==> config.mk <==
export PLATFORM = sky130hd
export DESIGN_NAME = adcr_regs
export DESIGN_NICKNAME = d
export VERILOG_FILES = /design/src/rtl/adcr_regs.v
export VERILOG_INCLUDE_DIRS = /design/src /design/src/rtl
export SDC_FILE = /design/constraint.sdc
export NUM_CORES = 1
export LEC_CHECK = 0
export ABC_AREA = 1
export BUFFER_PORTS_ARGS = -buffer_cell sky130_fd_sc_hd__buf_4
export CORE_MARGIN = 2
export CORE_UTILIZATION = 30
export DETAILED_ROUTE_END_ITERATION = 6
export GPL_TIMING_DRIVEN = 1
export PLACE_DENSITY_LB_ADDON = 0.08
export REMOVE_ABC_BUFFERS = 1
export SYNTH_ARGS = -nofsm -noshare
export SYNTH_HDL_FRONTEND = slang
export SYNTH_SLANG_ARGS = --single-unit
==> constraint.sdc <==
create_clock -name clk_sys_i -period 1.7 [get_ports clk_sys_i]
set_input_delay 0.425 -clock clk_sys_i [delete_from_list [all_inputs] [get_ports clk_sys_i]]
set_output_delay 0.425 -clock clk_sys_i [all_outputs]
set_load 0.005 [all_outputs]
==> src/rtl/adcr_defs.vh <==
// constants of the accelerometer control register bank
`ifndef ADCR_DEFS_VH
`define ADCR_DEFS_VH

// register offsets
`define ADCR_ADDR_PART_NUMBER 8'h08
`define ADCR_ADDR_CONTROL 8'h0a
`define ADCR_ADDR_CONFIG 8'h0b

// reset values
`define ADCR_CONTROL_RESET 8'h00
`define ADCR_CONFIG_RESET 8'h00
`define ADCR_CONTROL_LOW_RESET 6'h00
`define ADCR_MONITOR_RESET 1'b1

// control field positions
`define ADCR_CTL_KEY_HIGH 7
`define ADCR_CTL_KEY_LOW 6
`define ADCR_CTL_PHASE_HI 5
`define ADCR_CTL_PHASE_LO 4
`define ADCR_CTL_PHASE_EN 3

// configuration field positions
`define ADCR_CFG_RAW_SEL 7
`define ADCR_CFG_RESERVED 6
`define ADCR_CFG_LOCK 5
`define ADCR_CFG_UNSIGNED 4
`define ADCR_CFG_MON_EN 3
`define ADCR_CFG_ARM_HI 2
`define ADCR_CFG_ARM_LO 0

// reset key sequence and phase codes
`define ADCR_KEY_FIRST 2'h0
`define ADCR_KEY_SECOND 2'h3
`define ADCR_KEY_THIRD 2'h1
`define ADCR_PHASE_NORMAL 2'h3

`endif

==> src/rtl/adcr_regs.v <==
// control, configuration and part number registers of the accelerometer
`timescale 1ns/10ps
`default_nettype none
`include "adcr_defs.vh"

module adcr_regs #(
    parameter [7:0] PART_NUMBER = 8'h5a // arbitrary value, no meaning
) (
    // clock and reset
    input wire clk_sys_i,
    input wire rst_n_i,
    // register command port from the serial front end
    input wire cmd_valid_i,
    input wire cmd_write_i,
    input wire [7:0] cmd_addr_i,
    input wire [7:0] cmd_wdata_i,
    // register response
    output reg rsp_valid_o,
    output reg [7:0] rsp_data_o,
    output reg rsp_invalid_o,
    // stored self test bits of the axis registers
    input wire self_test_x_enable_i,
    input wire self_test_y_enable_i,
    // effective controls to the signal path
    output reg [1:0] offset_cancel_phase_o,
    output reg phase_hold_o,
    output reg raw_data_select_o,
    output reg unsigned_format_select_o,
    output reg offset_monitor_active_o,
    output reg [2:0] arm_config_o,
    output reg crc_check_enable_o,
    output reg self_test_x_active_o,
    output reg self_test_y_active_o,
    output reg init_done_lock_o,
    output reg digital_reset_o
);

    // reset sequence states
    localparam [1:0] SEQ_IDLE = 2'h0;
    localparam [1:0] SEQ_GOT_FIRST = 2'h1;
    localparam [1:0] SEQ_GOT_SECOND = 2'h2;

    // stored state
    reg [5:0] control_low;
    reg [7:0] config_reg;
    reg [1:0] seq_state;
    reg soft_reset;

    // next values of the stored state and the response
    reg [5:0] next_control_low;
    reg [7:0] next_config;
    reg [1:0] next_seq_state;
    reg next_soft_reset;
    reg [7:0] next_rsp_data;
    reg next_rsp_invalid;

    // decoded command
    reg [1:0] key;
    reg lock;
    reg hit_part;
    reg hit_control;
    reg hit_config;
    reg ctl_wr;
    reg cfg_wr;

    // effective controls ahead of their output flops
    reg [1:0] next_phase;
    reg next_phase_hold;
    reg next_raw_select;
    reg next_unsigned_select;
    reg next_monitor_active;
    reg [2:0] next_arm_config;
    reg next_crc_enable;
    reg next_self_test_x;
    reg next_self_test_y;
    reg next_lock;
    reg next_digital_reset;

    // address decode of the current command
    always @* begin
        key = cmd_wdata_i[`ADCR_CTL_KEY_HIGH:`ADCR_CTL_KEY_LOW];
        lock = config_reg[`ADCR_CFG_LOCK];
        hit_part = 1'b0;
        hit_control = 1'b0;
        hit_config = 1'b0;
        if (cmd_addr_i == `ADCR_ADDR_CONTROL) begin
            hit_control = 1'b1;
        end else if (cmd_addr_i == `ADCR_ADDR_CONFIG) begin
            hit_config = 1'b1;
        end else if (cmd_addr_i == `ADCR_ADDR_PART_NUMBER) begin
            hit_part = 1'b1;
        end
        ctl_wr = cmd_valid_i && cmd_write_i && hit_control;
        cfg_wr = cmd_valid_i && cmd_write_i && hit_config;
    end

    // low control bits only change before the lock; key bits are never stored
    always @* begin
        next_control_low = control_low;
        if (ctl_wr && !lock) begin
            next_control_low[2:0] = cmd_wdata_i[2:0];
            next_control_low[`ADCR_CTL_PHASE_EN] = cmd_wdata_i[`ADCR_CTL_PHASE_EN];
            // the enable carried in the same write decides whether the phase loads
            if (cmd_wdata_i[`ADCR_CTL_PHASE_EN]) begin
                next_control_low[`ADCR_CTL_PHASE_HI:`ADCR_CTL_PHASE_LO] =
                    cmd_wdata_i[`ADCR_CTL_PHASE_HI:`ADCR_CTL_PHASE_LO];
            end
        end
    end

    // configuration is frozen once the lock is set; the lock itself only clears by reset
    always @* begin
        next_config = config_reg;
        if (cfg_wr && !lock) begin
            next_config = cmd_wdata_i;
            next_config[`ADCR_CFG_RESERVED] = 1'b0;
        end
    end

    // any command other than the expected key write breaks the sequence
    always @* begin
        next_seq_state = seq_state;
        next_soft_reset = 1'b0;
        if (cmd_valid_i) begin
            next_seq_state = SEQ_IDLE;
            case (seq_state)
                SEQ_IDLE: begin
                    if (ctl_wr && key == `ADCR_KEY_FIRST) begin
                        next_seq_state = SEQ_GOT_FIRST;
                    end
                end
                SEQ_GOT_FIRST: begin
                    if (ctl_wr && key == `ADCR_KEY_FIRST) begin
                        next_seq_state = SEQ_GOT_FIRST;
                    end else if (ctl_wr && key == `ADCR_KEY_SECOND) begin
                        next_seq_state = SEQ_GOT_SECOND;
                    end
                end
                SEQ_GOT_SECOND: begin
                    if (ctl_wr && key == `ADCR_KEY_FIRST) begin
                        next_seq_state = SEQ_GOT_FIRST;
                    end else if (ctl_wr && key == `ADCR_KEY_THIRD) begin
                        next_soft_reset = 1'b1;
                    end
                end
                default: begin
                    if (ctl_wr && key == `ADCR_KEY_FIRST) begin
                        next_seq_state = SEQ_GOT_FIRST;
                    end
                end
            endcase
        end
    end

    // responses: key bits always read as zero, unmapped addresses flagged
    always @* begin
        next_rsp_data = 8'h00;
        next_rsp_invalid = 1'b0;
        if (cmd_valid_i) begin
            if (hit_control) begin
                next_rsp_data = {2'b00, next_control_low};
            end else if (hit_config) begin
                next_rsp_data = next_config;
            end else if (hit_part) begin
                next_rsp_data = PART_NUMBER;
            end else begin
                next_rsp_invalid = 1'b1;
            end
        end
    end

    // the lock overrides phase and self test without touching the stored bits
    always @* begin
        if (lock) begin
            next_phase = `ADCR_PHASE_NORMAL;
        end else begin
            next_phase = control_low[`ADCR_CTL_PHASE_HI:`ADCR_CTL_PHASE_LO];
        end
        next_phase_hold = control_low[`ADCR_CTL_PHASE_EN] && !lock;
        next_raw_select = config_reg[`ADCR_CFG_RAW_SEL];
        next_unsigned_select = config_reg[`ADCR_CFG_UNSIGNED];
        // offset-cancelled data never runs without its monitor
        next_monitor_active = config_reg[`ADCR_CFG_MON_EN] ||
            !config_reg[`ADCR_CFG_RAW_SEL];
        next_arm_config = config_reg[`ADCR_CFG_ARM_HI:`ADCR_CFG_ARM_LO];
        next_crc_enable = lock;
        next_self_test_x = self_test_x_enable_i && !lock;
        next_self_test_y = self_test_y_enable_i && !lock;
        next_lock = lock;
        next_digital_reset = soft_reset;
    end

    // the cycle after the third key write wipes the bank; a command in that cycle is lost
    always @(posedge clk_sys_i or negedge rst_n_i) begin
        if (!rst_n_i) begin
            control_low <= `ADCR_CONTROL_LOW_RESET;
        end else if (soft_reset) begin
            control_low <= `ADCR_CONTROL_LOW_RESET;
        end else begin
            control_low <= next_control_low;
        end
    end

    always @(posedge clk_sys_i or negedge rst_n_i) begin
        if (!rst_n_i) begin
            config_reg <= `ADCR_CONFIG_RESET;
        end else if (soft_reset) begin
            config_reg <= `ADCR_CONFIG_RESET;
        end else begin
            config_reg <= next_config;
        end
    end

    always @(posedge clk_sys_i or negedge rst_n_i) begin
        if (!rst_n_i) begin
            seq_state <= SEQ_IDLE;
        end else if (soft_reset) begin
            seq_state <= SEQ_IDLE;
        end else begin
            seq_state <= next_seq_state;
        end
    end

    always @(posedge clk_sys_i or negedge rst_n_i) begin
        if (!rst_n_i) begin
            soft_reset <= 1'b0;
        end else if (soft_reset) begin
            soft_reset <= 1'b0;
        end else begin
            soft_reset <= next_soft_reset;
        end
    end

    always @(posedge clk_sys_i or negedge rst_n_i) begin
        if (!rst_n_i) begin
            rsp_valid_o <= 1'b0;
        end else if (soft_reset) begin
            rsp_valid_o <= 1'b0;
        end else begin
            rsp_valid_o <= cmd_valid_i;
        end
    end

    always @(posedge clk_sys_i or negedge rst_n_i) begin
        if (!rst_n_i) begin
            rsp_data_o <= 8'h00;
        end else if (soft_reset) begin
            rsp_data_o <= 8'h00;
        end else begin
            rsp_data_o <= next_rsp_data;
        end
    end

    always @(posedge clk_sys_i or negedge rst_n_i) begin
        if (!rst_n_i) begin
            rsp_invalid_o <= 1'b0;
        end else if (soft_reset) begin
            rsp_invalid_o <= 1'b0;
        end else begin
            rsp_invalid_o <= next_rsp_invalid;
        end
    end

    // every effective control leaves its own flip-flop, one cycle after the registers
    always @(posedge clk_sys_i or negedge rst_n_i) begin
        if (!rst_n_i) begin
            offset_cancel_phase_o <= `ADCR_PHASE_NORMAL;
        end else begin
            offset_cancel_phase_o <= next_phase;
        end
    end

    always @(posedge clk_sys_i or negedge rst_n_i) begin
        if (!rst_n_i) begin
            phase_hold_o <= 1'b0;
        end else begin
            phase_hold_o <= next_phase_hold;
        end
    end

    always @(posedge clk_sys_i or negedge rst_n_i) begin
        if (!rst_n_i) begin
            raw_data_select_o <= 1'b0;
        end else begin
            raw_data_select_o <= next_raw_select;
        end
    end

    always @(posedge clk_sys_i or negedge rst_n_i) begin
        if (!rst_n_i) begin
            unsigned_format_select_o <= 1'b0;
        end else begin
            unsigned_format_select_o <= next_unsigned_select;
        end
    end

    always @(posedge clk_sys_i or negedge rst_n_i) begin
        if (!rst_n_i) begin
            offset_monitor_active_o <= `ADCR_MONITOR_RESET;
        end else begin
            offset_monitor_active_o <= next_monitor_active;
        end
    end

    always @(posedge clk_sys_i or negedge rst_n_i) begin
        if (!rst_n_i) begin
            arm_config_o <= 3'h0;
        end else begin
            arm_config_o <= next_arm_config;
        end
    end

    always @(posedge clk_sys_i or negedge rst_n_i) begin
        if (!rst_n_i) begin
            crc_check_enable_o <= 1'b0;
        end else begin
            crc_check_enable_o <= next_crc_enable;
        end
    end

    always @(posedge clk_sys_i or negedge rst_n_i) begin
        if (!rst_n_i) begin
            self_test_x_active_o <= 1'b0;
        end else begin
            self_test_x_active_o <= next_self_test_x;
        end
    end

    always @(posedge clk_sys_i or negedge rst_n_i) begin
        if (!rst_n_i) begin
            self_test_y_active_o <= 1'b0;
        end else begin
            self_test_y_active_o <= next_self_test_y;
        end
    end

    always @(posedge clk_sys_i or negedge rst_n_i) begin
        if (!rst_n_i) begin
            init_done_lock_o <= 1'b0;
        end else begin
            init_done_lock_o <= next_lock;
        end
    end

    always @(posedge clk_sys_i or negedge rst_n_i) begin
        if (!rst_n_i) begin
            digital_reset_o <= 1'b0;
        end else begin
            digital_reset_o <= next_digital_reset;
        end
    end

endmodule
`default_nettype wire

# Word level (Yosys, flattened, before mapping)
# Cells that the tools add are included.
dict set report word_totals {
  input_bits 22
  output_inout_bits 24
  wordCells 74
  reg_bits 40
}
dict set report op_classes {
  reduce_logical 16
  muxes 34
  n_eq_ne 7
}
# cell count
set op_table {}
lappend op_table {{8-bit two-way mux} 6}
lappend op_table {{8-bit by 4-bit == test with 1-bit output (second input constant)} 3}
lappend op_table {{1-bit two-way mux} 18}
lappend op_table {{2-bit two-way mux} 7}
lappend op_table {{6-bit two-way mux} 2}
lappend op_table {{1-bit logical AND} 11}
lappend op_table {{7-bit two-way mux} 1}
lappend op_table {{2-bit by 1-bit == test with 1-bit output (second input constant)} 2}
lappend op_table {{2-bit == test (second input constant)} 2}
lappend op_table {{1-bit zero test} 2}
lappend op_table {{2-bit zero test} 1}
lappend op_table {{2-bit nonzero test} 1}
lappend op_table {{1-bit logical OR} 1}

# Logic depth before layout (Yosys ltp)
dict set report logic_depth {
  ltp_word 10
  depth_mapped 9
  depth_no_buf 9
}

# Worst setup path after synthesis
# No wires, ideal clock.
dict set report synth_path {
  path_kind {input to register}
  startpoint {input cmd_addr_i[7]}
  endpoint {register rsp_data_o[1]}
  cell_stages 8
  setup_time_ns 0.117
  setup_slack_ns 0.391
  arrival_ns 1.192
  required_time_ns 1.583
  n_path_buf 0
  cell_sequence {nor2_2 nand2_1 nor2_4 nand3_2 nand2_1 nand3_1 nand2_1 nand2_1}
}
dict set report synth_via {
  elab_chain_len 10
  word_cells_on_any_way 20
  cone_classes {3 x eq/ne; 13 x mux; 4 x reduce/logical}
}
# item line
set synth_lines {}
lappend synth_lines {{start: declaration} adcr_regs.v:15} ;# input wire [7:0] cmd_addr_i,
lappend synth_lines {{8-bit by 4-bit == test with 1-bit output (no source line)} n/a}
lappend synth_lines {{1-bit two-way mux} adcr_regs.v:88} ;# end else if (cmd_addr_i == `ADCR_ADDR_CONFIG) begin
lappend synth_lines {{1-bit two-way mux} adcr_regs.v:86} ;# if (cmd_addr_i == `ADCR_ADDR_CONTROL) begin
lappend synth_lines {{1-bit logical AND} adcr_regs.v:94} ;# cfg_wr = cmd_valid_i && cmd_write_i && hit_config;
lappend synth_lines {{1-bit logical AND} adcr_regs.v:114} ;# if (cfg_wr && !lock) begin
lappend synth_lines {{8-bit two-way mux} adcr_regs.v:114}
lappend synth_lines {{8-bit two-way mux} adcr_regs.v:162} ;# end else if (hit_config) begin
lappend synth_lines {{8-bit two-way mux *} adcr_regs.v:160} ;# if (hit_control) begin
lappend synth_lines {{8-bit two-way mux *} adcr_regs.v:159} ;# if (cmd_valid_i) begin
lappend synth_lines {{8-bit two-way mux *} adcr_regs.v:247} ;# end else if (soft_reset) begin
lappend synth_lines {{end signal: assignment} adcr_regs.v:250} ;# rsp_data_o <= next_rsp_data;
lappend synth_lines {{end: declaration} adcr_regs.v:19} ;# output reg [7:0] rsp_data_o,
# Mark *: on every way between the ends. The rest lies on a longest branch, timed or not.
# A chain may end at the register's enable or synchronous reset.

# Worst setup path after layout
dict set report layout_path {
  startpoint {register offset_monitor_active_o}
  endpoint {output offset_monitor_active_o}
}
# item line
set layout_lines {}
lappend layout_lines {{start: declaration} adcr_regs.v:29} ;# output reg offset_monitor_active_o,
lappend layout_lines {{start signal: assignment} adcr_regs.v:299} ;# offset_monitor_active_o <= `ADCR_MONITOR_RESET;
lappend layout_lines {{start signal: assignment} adcr_regs.v:301} ;# offset_monitor_active_o <= next_monitor_active;
# No word-level cell between the ends.

==> qor.yml <==
floorplanning:
  core_um2: 5470
  ios: 46
  start_util_pct: 31.0
  core.rowCount: 27
  die_h_um: 79.3
  dieArea_um2: 6280
  die_w_um: 79.3
yosys:
  ys_warn_count: 0
  synth_area_um2: 1700
  ys_ff_latch: 40
  syn_avg_cell_area_um2: 9.09
  synth_seq_area_share_pct: 59.1
  synthTopCellsByArea: "dfrtp_1, nand2_1, inv_1"
  yosysTopAreaCell: "dfrtp_1"
  yosys.cell_types.count: 24
  synth_top_area_share_pct: 54.5
  syn_inst: 187
placed_design:
  portBuffers: 45
  routabilityCongestion: 0.780
  post-dp-hpwl_um: 2670
  preCtsSetupSlack_ns: 0.0931
timing:
  fin_crit_ns: 1.34
  hold_viol_final: 0
  slew_viol_final: 0
  setup-violations-final: 0
  finalWorstSetupSlack_ns: 0.357
  tns_ns: 0
  fin_crit_sh_pct: 79.0
  worst-slew-pin-transition_ns: 0.491
  finClkSkew_ns: 0.00310
  slew_headroom_pct: 67.3
  fmax_ghz: 0.745
  rsz0062_at_grt: "false"
  hold_ws_ns: 0.102
final_layout:
  layout_common_cells: "buf_4, nand2_1, dfrtp_1, inv_1, nor2_1"
  drive_gt1_share_pct: 32.0
  layout_commonest_cell: "buf_4"
  fillers: 607
  n_antenna_cell: 0
  nNetsFinal: 262
  area_delta_synth_final_pct: 31.3
critical_path:
  end_kind: "output port"
  crit_family: "flip-flops"
  cpMaxStageDelayCell: "dfstp_2"
  startpoint: "offset_monitor_active_o"
  path_max_fanout: 1
  critical_path_required_ns: 1.27
  r2r-end: "rsp_data_o[1]"
  startpoint_type: "flip-flop"
  r2r-start: "config_reg[5]"
  cp_cell_sequence: "buf_4"
  cp_data_arrival_time_ns: 0.92
  reg2reg_depth: 6
  r2r_slack_ns: 0.49
  path_class: "reg -> out"
  crit_buf_inv: 1
  worstSetupPathDepth: 1
  endpoint: "offset_monitor_active_o"
  cp_slowest_stage_delay_ns: 0.53
drt:
  drtIter0Drc: 35
  vias: 1365
  drc_errors: 0
  via_per_inst: 4.36
  wl_per_cell_um: 11.8
  dr.pass1.iters: 4
  ant_nets: 0
  wirelength_um: 3690
flow_run:
  max_cap_violations: 0
clock_network:
  cts.clk_slew.worst_paths_ns: 0.07
  insertion_delay_ns: 0.29
  cts_tree: "built"
  clk_path_buf_depth: 2
  cts_hold_buf: 0
  cts_sinks: 40
  cts_setup_buffers: 0
  cts_buffers: 5
  clock-root-buffer: "clkbuf_8"
  htree_levels: 2
  cts_resized: 0
grt:
  gr-usage-met2_pct: 20.3
  overflow: 0
  antenna_found_initial: 0
  grt_pass1_wl_um: 6260
  grt_use_total_pct: 13.3
  top_usage_layer: "met2"
  grt_use_met1_pct: 17.7
  grt_max_degree: 41
  use_met3_pct: 2.95
  first_global_vias: 1347
power:
  clkPwrFrac_pct: 38.0
  power_frac_comb_pct: 6.1
  leakage_uw: 0.00117
  p_sw_uw: 377
  ir_drop_mv: 0.263
  p_int_uw: 1330
  power.total_uw: 1710
  pwr-share-seq_pct: 55.9
  power_density_nw_per_um2: 766
  p_sw_share_pct: 22.1
hold_path:
  hp-class: "in -> async"
run_status:
  status: "finished clean"
## power by group through the flow
| stage | combinational [uW] | sequential (uW) | clock [uW] |
|---|---|---|---|
| 2_1_floorplan | 30.6 | 974 | 0 |
| 3_3_place_gp | 107 | 974 | 0 |
| 3_5_place_dp | 107 | 974 | 0 |
| 4_1_cts | 108 | 956 | 666 |
| 5_1_grt | 119 | 955 | 712 |
| 6_report | 104 | 956 | 649 |
## routing by layer
layer | vias up | wire length, um | share of wire (%)
li1 | 696 | - | -
met1 | 629 | 1760 | 48
met2 | 33 | 1670 | 45
met3 | 7 | 179 | 4.8
met4 | 0 | 76 | 2.1
met5 | - | 0 | 0
## how the worst min path moves through the flow
stage	from	end	slack, ns	cells after the start
finish	rst_n_i	digital_reset_o	0.10	1
global route	rst_n_i	config_reg[5]	0.14	1
CTS	rst_n_i	seq_state[0]	0.12	1
detailed placement	config_reg[7]	raw_data_select_o	0.36	0
global placement	config_reg[0]	arm_config_o[0]	0.36	0
floorplan	rst_n_i	arm_config_o[0]	0.13	0
## Yosys cell counts
master     n
a21boi_1   1
a21oi_1    4
buf_2      1
buf_4      1
buf_6      1
clkbuf_1   2
dfrtp_1   37
dfstp_2    3
inv_1     22
inv_2      6
nand2_1   44
nand3_1   15
nand3_2    3
nand4_1   12
nor2_1    18
nor2_2     3
nor2_4     3
nor3_1     3
nor3_2     1
o21ai_0    2
o21ai_1    2
o31ai_1    1
or2_1      1
or2_2      1
## area by class of cell
cell class | count | area (um^2) | area share, %
Multi-Input combinational cell | 114 | 558 | 25.0
Sequential cell | 40 | 1000 | 45.0
Clock buffer | 8 | 90.1 | 4.04
Tap cell | 72 | 90.1 | 4.04
Timing Repair Buffer | 51 | 383 | 17.2
Inverter | 28 | 105 | 4.71
## cells by family (layout without fill, tap and decap cells)
kind of cell / after synthesis / in the layout / share of synthesized area, %
compound gates: 10 / 10 / 3.24
buf+inv: 33 / 87 / 8.03
flops: 40 / 40 / 59.1
simple gates: 104 / 104 / 29.6
## per-stage QoR
stage          utilization [%]  cells  cell area (um^2)
5_1_grt                   40.8    313              2230
4_1_cts                   40.8    313              2230
3_5_place_dp              39.1    305              2140
6_report                  40.8    313              2230
3_3_place_gp              39.1    305              2140
2_1_floorplan                -    182              1670
No activity file was read; power rests on OpenSTA's default activity.
